[config.mk]
export PLATFORM = sky130hd
export DESIGN_NAME = dpw_host
export DESIGN_NICKNAME = d
export VERILOG_FILES = /design/src/inc/dpw_pkg.sv /design/src/rtl/dpw_sync.sv /design/src/rtl/dpw_host.sv
export SDC_FILE = /design/constraint.sdc
export NUM_CORES = 1
export LEC_CHECK = 0
export BUFFER_PORTS_ARGS = -buffer_cell sky130_fd_sc_hd__buf_2
export CORE_MARGIN = 5
export CORE_UTILIZATION = 54
export DETAILED_ROUTE_END_ITERATION = 10
export PLACE_DENSITY = 0.84
export SLEW_MARGIN = 20
export SYNTH_ARGS = -nofsm -noshare
export SYNTH_HDL_FRONTEND = slang
export SYNTH_SLANG_ARGS = --single-unit
[constraint.sdc]
create_clock -name clock -period 2.16 [get_ports clock]
set_input_delay 0.432 -clock clock [delete_from_list [all_inputs] [get_ports clock]]
set_output_delay 0.432 -clock clock [all_outputs]
set_load 0.05 [all_outputs]
[src/inc/dpw_pkg.sv]
// dpw_pkg: constants and carrier types for the parallel dac port controller
// assumes a 10 MHz system clock and a latched-interface dac on the pins
package dpw_pkg;
	localparam int unsigned CLOCK_HZ       = 10_000_000;
	localparam int unsigned DATA_WIDTH     = 12;
	// least select-low time per access, ns
	localparam int unsigned SELECT_LOW_NS  = 17;
	// least select-high recovery between accesses, ns
	localparam int unsigned SELECT_HIGH_NS = 17;
	localparam int unsigned CLOCK_PERIOD_NS = 1_000_000_000 / CLOCK_HZ;
	localparam int unsigned SELECT_LOW_RAW =
		(SELECT_LOW_NS + CLOCK_PERIOD_NS - 1) / CLOCK_PERIOD_NS;
	localparam int unsigned SELECT_LOW_CYCLES =
		(SELECT_LOW_RAW < 1) ? 1 : SELECT_LOW_RAW;
	localparam int unsigned SELECT_HIGH_RAW =
		(SELECT_HIGH_NS + CLOCK_PERIOD_NS - 1) / CLOCK_PERIOD_NS;
	localparam int unsigned SELECT_HIGH_CYCLES =
		(SELECT_HIGH_RAW < 1) ? 1 : SELECT_HIGH_RAW;
	localparam int unsigned WAIT_STATES    = 1;
	localparam int unsigned COUNT_WIDTH    = 4;
	// stages on the read-back data lines
	localparam int unsigned SYNC_STAGES    = 3;
	// read cycles after which an unsettled bus is taken as it stands
	localparam int unsigned SAMPLE_LIMIT   = 12;
	localparam logic [DATA_WIDTH-1:0] CODE_RESET = 12'h000;

	typedef struct packed {
		logic                  valid;
		logic                  read;
		logic [DATA_WIDTH-1:0] code;
	} dpw_request_t;

	typedef struct packed {
		logic                  done;
		logic                  read;
		logic [DATA_WIDTH-1:0] code;
	} dpw_answer_t;

	typedef struct packed {
		logic                  select_n;
		logic                  read_not_write;
		logic [DATA_WIDTH-1:0] data_out;
		logic                  data_oe;
	} dpw_pins_t;
endpackage

[src/rtl/dpw_sync.sv]
// dpw_sync: three-stage synchroniser for the data lines read back from the dac
// assumes the inputs are asynchronous to clock; stable marks agreeing stages
`timescale 1ns/1ps
`default_nettype none
module dpw_sync #(
	parameter int unsigned WIDTH = 12
) (
	input  wire logic             clock,
	input  wire logic             reset_n,
	input  wire logic [WIDTH-1:0] async_in,
	output var  logic [WIDTH-1:0] sync_out,
	output var  logic             stable
);
	typedef struct packed {
		logic [WIDTH-1:0] s1;
		logic [WIDTH-1:0] s2;
		logic [WIDTH-1:0] s3;
	} dpw_sync_state_t;

	dpw_sync_state_t state;
	dpw_sync_state_t next_state;

	always_comb begin
		next_state    = state;
		next_state.s1 = async_in;
		next_state.s2 = state.s1;
		next_state.s3 = state.s2;
	end

	always_ff @(posedge clock or negedge reset_n) begin
		if (!reset_n) begin
			state <= '0;
		end else begin
			state <= next_state;
		end
	end

	// s1 is looked at by s2 only
	assign sync_out = state.s3;
	assign stable   = (state.s2 == state.s3);
endmodule // dpw_sync
`default_nettype wire

[src/rtl/dpw_host.sv]
// dpw_host: controller that writes and reads back a parallel-port dac
// assumes one request at a time from user logic; the dac pins sit on one
// shared data bus resolved outside from data_oe
// a read whose bus never settles returns the last synchronised word
`timescale 1ns/1ps
`default_nettype none
// How it works
// - whole code moves in one access
// - write: select and read-not-write both low
// - every write gets falling and rising select
// - read: read-not-write high, select low
// - insert one wait state per access
module dpw_host #(
	parameter int unsigned WIDTH       = dpw_pkg::DATA_WIDTH,
	parameter int unsigned WAIT_STATES = dpw_pkg::WAIT_STATES
) (
	input  wire logic                 clock,
	input  wire logic                 reset_n,
	input  wire dpw_pkg::dpw_request_t request,
	output var  logic                 ready,
	output var  dpw_pkg::dpw_answer_t answer,
	output var  logic                 select_n,
	output var  logic                 read_not_write,
	output var  logic [WIDTH-1:0]     data_out,
	output var  logic                 data_oe,
	input  wire logic [WIDTH-1:0]     data_in
);
	// select low per write, and before a read starts sampling: the dac minimum plus the wait states
	localparam int unsigned LOW_CYCLES   =
		dpw_pkg::SELECT_LOW_CYCLES + WAIT_STATES;
	localparam int unsigned HIGH_CYCLES  = dpw_pkg::SELECT_HIGH_CYCLES;
	localparam int unsigned SYNC_CYCLES  = dpw_pkg::SYNC_STAGES;
	localparam int unsigned SAMPLE_LIMIT = dpw_pkg::SAMPLE_LIMIT;
	localparam int unsigned COUNT_LIMIT  = 1 << dpw_pkg::COUNT_WIDTH;

	// refuse settings that the port logic cannot serve
	if (WIDTH != 8 && WIDTH != 10 && WIDTH != 12) begin : g_chk_width
		$error("dpw_host: WIDTH must be 8, 10 or 12");
	end
	if (WIDTH > dpw_pkg::DATA_WIDTH) begin : g_chk_carrier
		$error("dpw_host: WIDTH exceeds carrier width");
	end
	if (LOW_CYCLES >= COUNT_LIMIT) begin : g_chk_low
		$error("dpw_host: WAIT_STATES too large for counter");
	end
	if (HIGH_CYCLES >= COUNT_LIMIT) begin : g_chk_high
		$error("dpw_host: select recovery does not fit counter");
	end
	if (SAMPLE_LIMIT >= COUNT_LIMIT) begin : g_chk_sample
		$error("dpw_host: read limit does not fit counter");
	end
	// the limit must leave the synchroniser time to fill
	if (SAMPLE_LIMIT < SYNC_CYCLES + 1) begin : g_chk_limit
		$error("dpw_host: read limit shorter than synchroniser");
	end

	typedef enum logic [2:0] {
		IDLE,
		SETUP,
		LOW,
		SAMPLE,
		RECOVER
	} dpw_phase_t;

	typedef struct packed {
		dpw_phase_t                       phase;
		// times LOW, SAMPLE and RECOVER; cleared on every change of phase
		logic [dpw_pkg::COUNT_WIDTH-1:0]  count;
		logic                             read;
		logic                             select_n;
		logic                             read_not_write;
		logic [WIDTH-1:0]                 data_out;
		logic                             data_oe;
		logic                             ready;
		dpw_pkg::dpw_answer_t             answer;
	} dpw_host_state_t;

	dpw_host_state_t state;
	dpw_host_state_t next_state;

	// pins idle with select and read-not-write high and the bus let go
	localparam dpw_host_state_t STATE_RESET = '{
		phase:          IDLE,
		count:          '0,
		read:           1'b0,
		select_n:       1'b1,
		read_not_write: 1'b1,
		data_out:       '0,
		data_oe:        1'b0,
		ready:          1'b1,
		answer:         '{
			done: 1'b0,
			read: 1'b0,
			code: dpw_pkg::CODE_RESET
		}
	};

	logic [WIDTH-1:0] bus_sync;
	logic             bus_stable;

	dpw_sync #(
		.WIDTH (WIDTH)
	) u_sync (
		.clock    (clock),
		.reset_n  (reset_n),
		.async_in (data_in),
		.sync_out (bus_sync),
		.stable   (bus_stable)
	);

	// end points of the timed phases, named apart from the state walk
	logic low_last;
	logic sample_settled;
	logic sample_expired;
	logic sample_take;
	logic recover_last;

	assign low_last       = state.count ==
		dpw_pkg::COUNT_WIDTH'(LOW_CYCLES - 1);
	// stages two and three agree once the word has crossed all three
	assign sample_settled = bus_stable && state.count >=
		dpw_pkg::COUNT_WIDTH'(SYNC_CYCLES - 1);
	// a bus that never settles still ends the read instead of hanging
	assign sample_expired = state.count ==
		dpw_pkg::COUNT_WIDTH'(SAMPLE_LIMIT - 1);
	assign sample_take    = sample_settled || sample_expired;
	assign recover_last   = state.count ==
		dpw_pkg::COUNT_WIDTH'(HIGH_CYCLES - 1);

	always_comb begin
		next_state             = state;
		next_state.answer.done = 1'b0;
		case (state.phase)
			IDLE: begin
				// valid is only looked at here: a busy port drops it
				if (request.valid) begin
					next_state.ready          = 1'b0;
					next_state.read           = request.read;
					next_state.read_not_write = request.read;
					// whole word at once, no byte split
					next_state.data_out = request.code[WIDTH-1:0];
					// release bus before a read so the dac may drive it
					next_state.data_oe  = !request.read;
					next_state.phase    = SETUP;
				end
			end

			SETUP: begin
				// select falls one cycle after rnw and data settle
				next_state.select_n = 1'b0;
				next_state.count    = '0;
				next_state.phase    = LOW;
			end

			LOW: begin
				next_state.count = state.count + 1'b1;
				// stretched by the wait states for the dac access time
				if (low_last) begin
					next_state.count = '0;
					if (state.read) begin
						next_state.phase = SAMPLE;
					end else begin
						// rising edge loads the dac register
						next_state.select_n = 1'b1;
						next_state.phase    = RECOVER;
					end
				end
			end

			SAMPLE: begin
				// hold select low until the synchronised bus settles or the read limit runs out
				next_state.count = state.count + 1'b1;
				if (sample_take) begin
					next_state.answer.code = '0;
					next_state.answer.code[WIDTH-1:0] = bus_sync;
					next_state.select_n = 1'b1;
					next_state.count    = '0;
					next_state.phase    = RECOVER;
				end
			end

			RECOVER: begin
				next_state.count = state.count + 1'b1;
				// the bus is let go only once select has recovered
				if (recover_last) begin
					next_state.read_not_write = 1'b1;
					next_state.data_oe        = 1'b0;
					next_state.answer.done    = 1'b1;
					next_state.answer.read    = state.read;
					// a write answers with the word the dac latched
					if (!state.read) begin
						next_state.answer.code = '0;
						next_state.answer.code[WIDTH-1:0] = state.data_out;
					end
					next_state.ready = 1'b1;
					next_state.count = '0;
					next_state.phase = IDLE;
				end
			end

			default: begin
				next_state.phase = IDLE;
			end
		endcase
	end

	// reset loads constants only; the dac keeps its own code
	always_ff @(posedge clock or negedge reset_n) begin
		if (!reset_n) begin
			state <= STATE_RESET;
		end else begin
			state <= next_state;
		end
	end

	// every pin and status comes straight from the state register
	assign ready          = state.ready;
	assign answer         = state.answer;
	assign select_n       = state.select_n;
	assign read_not_write = state.read_not_write;
	assign data_out       = state.data_out;
	assign data_oe        = state.data_oe;
endmodule // dpw_host
`default_nettype wire

==> results of run 1 <==
synth_stat cells (all sizes together) (2+ instances only):
| master | n | area, sq um |
|---|---|---|
| nand4 | 2 | 12.5 |
| a221o | 2 | 20.0 |
| dfrtp | 71 | 1780 |
| nand3 | 5 | 25.0 |
| a22o | 14 | 123 |
| inv | 5 | 18.8 |
| nor2 | 12 | 45.0 |
| clkbuf | 4 | 15.0 |
| buf | 28 | 211 |
| nand2 | 47 | 176 |
| o21ai | 3 | 26.3 |
| mux2 | 13 | 184 |
| nand2b | 2 | 12.5 |
| xnor2 | 13 | 114 |
| dfstp | 3 | 78.8 |
| a21oi | 5 | 25.0 |
| ha | 4 | 50.1 |
routing by layer:
layer,track usage (%),part of all wire [%],vias to the layer above
li1,-,-,898
met1,21.8,44,896
met2,25.8,48,48
met3,5.30,5.1,12
met4,7.34,2.4,0
met5,0,0,-
kinds of logic (layout without fill, tap and decap cells):
| kind of cell | after synthesis | after routing | share of synthesized area (%) |
|---|---|---|---|
| buffers and inverters | 37 | 94 | 8.14 |
| AND/OR/NAND/NOR | 72 | 72 | 10.1 |
| XOR/XNOR | 14 | 14 | 4.07 |
| AO/OA/AOI/OAI | 30 | 30 | 8.35 |
| flip-flops | 74 | 74 | 61.6 |
| multiplexers | 13 | 13 | 6.10 |
| adder cells (fa/ha/maj) | 4 | 4 | 1.66 |
worst max-delay path by stage:
stage / startpoint / endpoint / cells after the start
floorplan: state[31]$_DFFE_PN0P_ / answer[10]$_DFFE_PN0P_ / 9
global placement: state[31]$_DFFE_PN0P_ / state[33]$_DFFE_PN0P_ / 8
detailed placement: state[31]$_DFFE_PN0P_ / answer[1]$_DFFE_PN0P_ / 5
CTS: state[31]$_DFFE_PN0P_ / state[33]$_DFFE_PN0P_ / 8
global route: state[32]$_DFFE_PN0P_ / answer[11]$_DFFE_PN0P_ / 8
finish: state[32]$_DFFE_PN0P_ / answer[11]$_DFFE_PN0P_ / 8
cell type report:
| cell class | count | share of cell area (%) |
|---|---|---|
| Timing Repair Buffer | 75 | 12.7 |
| Clock buffer | 10 | 3.86 |
| Sequential cell | 74 | 52.1 |
| Tap cell | 72 | 2.53 |
| Multi-Input combinational cell | 133 | 26.2 |
| Clock inverter | 4 | 2.14 |
| Inverter | 5 | 0.527 |
registers in the layout, indices dropped and copies added (netlist names):
register / count
answer: 14
data_out: 12
ready: 1
u_sync.next_state: 24
data_oe: 1
read_not_write: 1
state: 8
u_sync.sync_out: 12
select_n: 1
stage by stage:
step / util, % / instance area (sq um) / setup TNS, ns
finish: 65.1 / 3560 / 0
global route: 65.1 / 3560 / -0.386
CTS: 64.7 / 3540 / 0
detailed placement: 60.4 / 3310 / -0.0845
global placement: 60.4 / 3310 / -0.0280
floorplan: - / 3010 / 0
where the power goes:
group          switching, mW  internal [mW]
Sequential             0.245           1.75
Combinational           1.61          0.745
Clock                  0.478          0.673
Total                   2.33           3.17
critical path, stage by stage (launching register included):
cell and delay (ns):
dfrtp_1 0.42, buf_6 0.14, or4_1 0.52, nand4_1 0.16, nor4_4 0.07, o21ai_4 0.15, o41ai_4 0.12, buf_12 0.17
mux2_4 0.29
repair_timing:
| action | in CTS | in global routing |
|---|---|---|
| hold buffers | 0 | 0 |
| buffers inserted | 1 | 1 |
| setup endpoints to repair | 2 | 12 |
| gates resized for setup | 0 | 2 |
| hold endpoints to repair | 0 | 0 |
| pin swaps | 1 | 1 |
==> metrics.md, run 1 <==
| Metric | Value |
|---|---|
| Syn Area/Cell | `12.3 sq um` |
| Die Area | `7170 sq um` |
| Ports | `58` |
| Final WS setup | `0.0104 ns` |
| Leak pwr | `1.80 nW` |
| FF-to-FF Start | `state[32]$_DFFE_PN0P_` |
| Layout cell share with drive strength beyond 1 | `35.9%` |
| Final hold slack | `0.0114 ns` |
| Total number of vias | `1,854` |
| Max_cap viols | `0` |
| FF-to-FF path depth | `8` |
| Mapped Cells | `244` |
| Status | `finished clean` |
| EDFF count, synth | `0` |
| Worst r2r dst | `answer[11]$_DFFE_PN0P_` |
| FF-to-FF setup slack | `0.01 ns` |
| Ys async rst share | `100%` |
| ANT cells | `0` |
| CTS tree | `done` |
| Sequential-to-total area share from yosys stat | `61.6%` |
| Post-Syn Area | `3010 sq um` |
| VDD IR-drop max | `0.000779 V` |
| Initial core utilization | `55.1%` |
| Vias in the first global route | `1,894` |
| Critical path class | `reg2reg` |
| Largest net degree at the start of global routing | `46` |
| Final WL | `5.52 mm` |
| #FFs+latches synth | `74` |
| Layout Nets | `330` |
| Synth warn | `0` |
| IO Port Bufs | `57` |
| Clock tree root buffer cell | `clkbuf_8` |
| Number of fillers in the final layout | `427` |
| Max_slew headroom | `73.8%` |
| Maximum fanout along the worst path | `10` |
| CTS Buf Count | `9` |
| Arr. time, crit path | `2.37 ns` |
| Inst Count DP | `357` |
| Syn-to-layout area delta | `18.2%` |
| Drt initial violations | `174` |
| Most frequent cells in the layout | `71 x dfrtp_1, 56 x buf_2, 47 x nand2_1` |
| Final Setup Violations | `0` |
| Power Density | `1550 nW/um^2` |
| HPWL Detailed | `4.06 mm` |
| Worst slack, placed | `-0.0440 ns` |
| Post-route ant nets | `0` |
| Multi-input gate area | `932 sq um` |
| Setup crit end kind | `flip-flop` |
| FP Rows | `27` |
| Type of origin of the critical path | `flip-flop` |
| Crit share post-route | `99.5%` |
| Post-Syn Nets | `276` |
| Post-synth top flop | `dfrtp_1` |
| Worst-Margin Slew | `0.391 ns` |
| Final hold vios | `0` |
| Overflow after GRT | `0` |
| Most common cell after layout, fill and taps aside | `dfrtp_1` |
| Final std cells w/o fill | `373` |
| Die Y | `84.7 microns` |
| H-tree levels | `3` |
| First-pass GRT wire length | `9.22 mm` |
| Fin crit period | `2.15 ns` |
| Initial antenna violation count | `0` |
| Tot Pwr | `5.50 mW` |
| Clk_lat worst skew | `0.34 ns` |
| Fmax achieved | `465 MHz` |
| Routability cong. | `0.908` |
| Worst Hold Class | `in2async` |
| Routed len/inst | `14.8 microns` |
| DRT Pass-1 Iters | `4` |
| # DRC | `0` |
| Global Route Usage Sum | `16.8%` |
| Reg area | `1860 sq um` |
| Via/cell ratio | `4.97` |
| Clock transition at path regs | `0.07 ns` |
| Max Slew Vio Count | `0` |
| CTS Buffer Depth | `2` |
| Core area | `5470 sq um` |
| Post-synth cell types | `32` |
| # clock sinks | `74` |
| RSZ-0062 raised after global routing | `true` |
| Critical Path RT | `2.38 ns` |
| Setup Skew | `0.00623 ns` |
| Die Width | `84.7 microns` |
No activity file was read; power rests on OpenSTA's default activity.
==> run 2: changes to the inputs <==
- CORE_UTILIZATION: 54 -> 55
- PLACE_DENSITY: 0.84 -> 0.79
- SLEW_MARGIN: 20 -> not set
- SYNTH_HIERARCHICAL: not set -> 1
==> metrics.md, run 2 <==
| Metric | Value |
|---|---|
| Final WL | `5.50 mm (-0.40%)` |
| Layout cell share with drive strength beyond 1 | `37.9% (+2.0 points)` |
| Commonest cells post-synth | `71 x dfrtp_1, 27 x buf_4, 23 x nand2_1` |
| Worst-Margin Slew | `0.584 ns (+0.192 ns)` |
| Initial core utilization | `56.6% (+1.5 points)` |
| Mapped Cells | `250 (+2.5%)` |
| Final WS setup | `0.230 ns (+0.219 ns)` |
| Post-synth top area share | `56.7% (-2.3 points)` |
| Setup crit end kind | `flip-flop` |
| Ports | `58 (unchanged)` |
| Power Density | `1520 nW/um^2 (-1.8%)` |
| Post-synth cell types | `47 (+47%)` |
| Clock Power Share | `20.3% (-0.6 points)` |
| Syn-to-layout area delta | `13.8%` |
| Area leader, netlist | `dfrtp_1` |
| Switching Fraction | `43.2% (+0.78 points)` |
| Fin crit period | `1.93 ns (-0.219 ns)` |
| Post-Syn Area | `3140 sq um (+4.1%)` |
| Layout Nets | `325 (-1.5%)` |
| RSZ-0062 raised after global routing | `false` |
| # clock sinks | `74 (unchanged)` |
| Fmax achieved | `518 MHz (+11%)` |
| Hold-fix buffers, CTS | `0 (unchanged)` |
| FP Rows | `27 (unchanged)` |
| CTS tree | `done` |
| Finished Cell Area | `3570 sq um (+0.14%)` |
| HPWL Detailed | `4.11 mm (+1.4%)` |
| Setup Skew | `0.00995 ns (+0.00372 ns)` |
| Vias in the first global route | `1,971 (+4.1%)` |
| FF-to-FF path depth | `8 (unchanged)` |
| H-tree levels | `3 (unchanged)` |
| Critical Path RT | `2.38 ns (about the same)` |
| Clock transition at path regs | `0.08 ns (about the same)` |
| Inst Count DP | `354 (-0.84%)` |
| Routed len/inst | `14.9 microns (+0.41%)` |
| Max FFs per register | `24 (unchanged)` |
| Core area | `5540 sq um (+1.2%)` |
| Die Y | `85.5 microns (+0.96%)` |
| Die Width | `85.5 microns (+0.96%)` |
| Sequential-to-total area share from yosys stat | `59.2% (-2.4 points)` |
| Final hold vios | `0 (unchanged)` |
| FF-to-FF Start | `u_sync/sync_out[3]$_DFF_PN0_` |
| Arr. time, crit path | `2.15 ns (-0.22 ns)` |
| DRT Pass-1 Iters | `4 (unchanged)` |
| Overflow after GRT | `0 (unchanged)` |
| Top post-synthesis cells by area | `dfrtp_1 57%, buf_4 6.5%, mux2_2 4.7%, xnor2_1 3.6%, a22oi_1 2.9%` |
| Clock tree root buffer cell | `clkbuf_8` |
| Ys async rst share | `100% (unchanged)` |
| Crit share post-route | `89.4% (-10 points)` |
| First-pass GRT wire length | `9.58 mm (+3.9%)` |
| Worst Hold Class | `in2async` |
| Post-route ant nets | `0 (unchanged)` |
| Max Slew Vio Count | `0 (unchanged)` |
| Placed Area | `3360 sq um (+1.4%)` |
| CTS Buf Count | `9 (unchanged)` |
| NetSw | `2.34 mW (+0.15%)` |
| EDFF count, synth | `0 (unchanged)` |
| Initial antenna violation count | `0 (unchanged)` |
| Setup Buffers After CTS | `0 (-1)` |
| Maximum fanout along the worst path | `7 (-3)` |
| Seq pwr share | `37.3% (+1.0 points)` |
| Multi-input gate area | `1000 sq um (+7.2%)` |
| Most frequent cells in the layout | `71 x dfrtp_1, 56 x buf_2, 23 x nand2_1` |
| Number of fillers in the final layout | `439 (+2.8%)` |
| #FFs+latches synth | `74 (unchanged)` |
| Die Area | `7310 sq um (+1.9%)` |
| Post-Syn Nets | `282 (+2.2%)` |
| IO Port Bufs | `57 (unchanged)` |
| Comb pwr share | `42.4% (-0.4 points)` |
| Routability cong. | `0.795 (-12%)` |
| Final Setup Violations | `0 (unchanged)` |
| Post-CTS resize count | `0 (unchanged)` |
| Global Route Usage Sum | `16.8% (+0.019 points)` |
| Max_cap viols | `0 (unchanged)` |
| Via/cell ratio | `5.17 (+4.1%)` |
| CTS Buffer Depth | `2 (unchanged)` |
| # DRC | `0 (unchanged)` |
| Post-synth top flop | `dfrtp_1` |
| Setup crit start | `u_sync/sync_out[3]$_DFF_PN0_` |
| Most common cell after layout, fill and taps aside | `dfrtp_1` |
| Largest net degree at the start of global routing | `44 (-4.3%)` |
| Drt initial violations | `144 (-17%)` |
| Synth warn | `6 (+6)` |
| Worst slack, placed | `0.215 ns (+0.259 ns)` |
| Max_slew headroom | `60.5% (-13 points)` |
| Syn Area/Cell | `12.5 sq um (+1.6%)` |
| Critical path class | `reg2reg` |
| Tot Pwr | `5.41 mW (-1.7%)` |
| Reg area | `1860 sq um (unchanged)` |
| Total number of vias | `1,914 (+3.2%)` |
| ANT cells | `0 (unchanged)` |
| Leak pwr | `1.68 nW (-7.1%)` |
| Status | `finished clean` |
| Final std cells w/o fill | `370 (-0.80%)` |
| Count leader, synth | `dfrtp_1` |
| VDD IR-drop max | `0.000848 V (+8.9%)` |
| Setup TNS | `0 ns (unchanged)` |
| Clk_lat worst skew | `0.34 ns (about the same)` |
| P_int | `3.08 mW (-3.0%)` |
| Type of origin of the critical path | `flip-flop` |
run 2: cell types whose count changed in the layout (fill, tap and decap cells not counted), sizes merged, moves of 3 or more:
cell   change
nand2     -24
o21ai     +15
a22o      -14
a22oi     +11
buf        -8
nor2       -4
o21a       +3
o31ai      +3
or2b       +3
run 2: final timing paths:
check	end	slack (ns)
max in group asynchronous	read_not_write$_DFFE_PN1P_	1.53
min in group clock	u_sync/next_state[17]$_DFF_PN0_	0.20
worst max-delay path	state[33]$_DFFE_PN0P_	0.23
worst max register to register	state[33]$_DFFE_PN0P_	0.23
worst min register to register	u_sync/next_state[4]$_DFF_PN0_	0.35
worst min-delay path	u_sync/next_state[22]$_DFF_PN0_	0.02
run 2: power groups by stage:
stage | clock network [mW] | logic (mW) | registers, mW
global route | 1.20 | 2.46 | 2.07
detailed placement | 0 | 2.31 | 2.05
global placement | 0 | 2.27 | 2.04
finish | 1.10 | 2.30 | 2.02
floorplan | 0 | 2.01 | 2.08
CTS | 1.13 | 2.31 | 2.02
run 2: cells by family after synthesis:
group | synth area share, %
compound gates | 12.2
xor+xnor | 3.63
flops | 59.2
mux | 4.99
buf+inv | 8.94
simple gates | 9.50
fa+ha+maj | 1.60
run 2: metrics by stage:
stage                     util (%)  hold slack (ns)
after floorplan                  -            0.136
after global placement        60.6            0.332
after detailed placement      60.6            0.335
after CTS                     64.4           0.0132
after global routing          64.4           0.0243
final                         64.4           0.0169
run 2: area by class of cell:
| class | instances | share of cell area (%) |
|---|---|---|
| clock buffers | 11 | 4.24 |
| clock inverters | 5 | 1.68 |
| inverters | 6 | 0.631 |
| multi-input cells | 135 | 28.0 |
| flip-flops and latches | 74 | 52.0 |
| well taps | 72 | 2.53 |
| repair buffers | 67 | 10.9 |
run 2: worst max-delay path, cell delays in order (launching register included):
cell and delay, ns:
dfrtp_1 0.41, xnor2_1 0.15, nand4_1 0.14, nor3_2 0.22, o31a_1 0.20, o22ai_4 0.11
or2b_4 0.28, a31oi_4 0.21, o2bb2ai_1 0.10
run 2: routing by layer:
| metal | vias to the layer above | wire, microns | GRT usage, % |
|---|---|---|---|
| met5 | - | 0 | 0 |
| met4 | 0 | 66 | 5.18 |
| met3 | 6 | 207 | 5.38 |
| met2 | 45 | 2810 | 26.8 |
| met1 | 944 | 2420 | 22.0 |
| li1 | 919 | - | - |
==> run 3: changes to the inputs <==
- MAX_ROUTING_LAYER: not set -> met4
==> metrics.md, run 3 (synthesis gave the netlist of run 2 again) <==
| Metric | Value |
|---|---|
| Final WL | `5.50 mm (-0.13%)` |
| Top delay family on crit path | `simple AND/OR/NAND/NOR gates` |
| RSZ-0062 raised after global routing | `false` |
| Clock tree root buffer cell | `clkbuf_8` |
| Vias in the first global route | `1,970 (-0.051%)` |
| Critical path class | `reg2reg` |
| Max FFs per register | `24 (unchanged)` |
| CTS Buf Count | `9 (unchanged)` |
| Maximum fanout along the worst path | `7 (unchanged)` |
| Post-CTS resize count | `0 (unchanged)` |
| Routability cong. | `0.806 (+1.4%)` |
| # clock sinks | `74 (unchanged)` |
| FP Rows | `27 (unchanged)` |
| # DRC | `0 (unchanged)` |
| Most common cell after layout, fill and taps aside | `dfrtp_1` |
| Die Y | `85.5 microns (unchanged)` |
| Initial core utilization | `56.6% (unchanged)` |
| Setup Buffers After CTS | `0 (unchanged)` |
| Layout cell share with drive strength beyond 1 | `37.9% (unchanged)` |
| Fmax achieved | `517 MHz (-0.12%)` |
| Die Width | `85.5 microns (unchanged)` |
| Clk_lat worst skew | `0.34 ns (about the same)` |
| Initial antenna violation count | `0 (unchanged)` |
| Leak pwr | `1.68 nW (unchanged)` |
| Inst Count DP | `354 (unchanged)` |
| Critical Path RT | `2.38 ns (about the same)` |
| ANT cells | `0 (unchanged)` |
| Status | `finished clean` |
| Largest net degree at the start of global routing | `44 (unchanged)` |
| Final hold vios | `0 (unchanged)` |
| Most frequent cells in the layout | `71 x dfrtp_1, 56 x buf_2, 23 x nand2_1` |
| Setup Skew | `0.00821 ns (-0.00173 ns)` |
| IO Port Bufs | `57 (unchanged)` |
| Global Route Usage Sum | `17.3% (+0.51 points)` |
| CTS Buffer Depth | `2 (unchanged)` |
| CTS tree | `done` |
| Layout Nets | `325 (unchanged)` |
| Total number of vias | `1,919 (+0.26%)` |
| DRT Pass-1 Iters | `4 (unchanged)` |
| Worst-Margin Slew | `0.586 ns (+0.00175 ns)` |
| Final std cells w/o fill | `370 (unchanged)` |
| Max_cap viols | `0 (unchanged)` |
| Die Area | `7310 sq um (unchanged)` |
| Via/cell ratio | `5.19 (+0.26%)` |
| Hold-fix buffers, CTS | `0 (unchanged)` |
| Fin crit period | `1.93 ns (+0.00236 ns)` |
| Type of origin of the critical path | `flip-flop` |
| Max_slew headroom | `60.4% (-0.12 points)` |
| Setup TNS | `0 ns (unchanged)` |
| Slowest cell on crit path | `dfrtp_1` |
| Max Slew Vio Count | `0 (unchanged)` |
| Number of fillers in the final layout | `439 (unchanged)` |
| Final Setup Violations | `0 (unchanged)` |
| Worst Hold Class | `in2async` |
| Ports | `58 (unchanged)` |
| Crit-path cells | `xnor2_1 -> nand4_1 -> nor3_2 -> o31a_1 -> o22ai_4 -> or2b_4 -> a31oi_4 -> o2bb2ai_1` |
| CP Buf/Inv Count | `0 (unchanged)` |
| Routed len/inst | `14.9 microns (-0.13%)` |
| Syn-to-layout area delta | `13.8% (unchanged)` |
| HPWL Detailed | `4.11 mm (unchanged)` |
| CP peak stage delay | `0.41 ns (about the same)` |
| Setup crit end kind | `flip-flop` |
| Drt initial violations | `142 (-1.4%)` |
| Arr. time, crit path | `2.16 ns (about the same)` |
| Clock transition at path regs | `0.08 ns (about the same)` |
| Core area | `5540 sq um (unchanged)` |
| Power Density | `1520 nW/um^2 (about the same)` |
| Crit share post-route | `89.5% (+0.11 points)` |
| VDD IR-drop max | `0.000849 V (about the same)` |
| H-tree levels | `3 (unchanged)` |
| Post-route ant nets | `0 (unchanged)` |
| First-pass GRT wire length | `9.58 mm (unchanged)` |
| Overflow after GRT | `0 (unchanged)` |
[run 3: cell counts in the layout (fill, tap and decap cells not counted)]
Identical to the previous run, type by type.
[run 3: routing by layer]
metal,GRT usage (%),wire [microns]
met1,22.0,2430
met2,26.8,2760
met3,5.38,248
met4,5.18,57
met5,-,0
[run 3: report_power, final]
group | internal [mW] | total, mW | switching, mW
clock network | 0.600 | 1.10 | 0.500
logic | 0.728 | 2.30 | 1.57
registers | 1.75 | 2.02 | 0.271
total | 3.08 | 5.41 | 2.34
[run 3: per-stage QoR]
stage          hold slack [ns]  setup WS (ns)  utilization (%)  cell area (sq um)  power (mW)
5_1_grt                 0.0243         0.0423             64.4               3570        5.72
3_5_place_dp             0.335          0.215             60.6               3360        4.36
6_report                0.0147          0.227             64.4               3570        5.41
3_3_place_gp             0.332          0.243             60.6               3360        4.31
4_1_cts                 0.0132          0.200             64.4               3570        5.47
2_1_floorplan            0.136          0.269                -               3140        4.09
[run 3: final timing paths]
check | startpoint | cells past startpoint | slack [ns] | end
worst max-delay path | u_sync/sync_out[3]$_DFF_PN0_ | 8 | 0.23 | state[33]$_DFFE_PN0P_
worst min-delay path | reset_n | 1 | 0.01 | u_sync/next_state[22]$_DFF_PN0_
worst max register to register | u_sync/sync_out[3]$_DFF_PN0_ | 8 | 0.23 | state[33]$_DFFE_PN0P_
worst min register to register | u_sync/next_state[16]$_DFF_PN0_ | 0 | 0.35 | u_sync/next_state[4]$_DFF_PN0_
max in group asynchronous | reset_n | 2 | 1.54 | read_not_write$_DFFE_PN1P_
min in group clock | data_in[5] | 1 | 0.20 | u_sync/next_state[17]$_DFF_PN0_
[run 3: final cells by class]
cell class / count / area (sq um) / share of cell area [%]
Inverter: 6 / 22.5 / 0.631
Tap cell: 72 / 90.1 / 2.53
Clock inverter: 5 / 60.1 / 1.68
Multi-Input combinational cell: 135 / 1000 / 28.0
Clock buffer: 11 / 151 / 4.24
Timing Repair Buffer: 67 / 388 / 10.9
Sequential cell: 74 / 1860 / 52.0
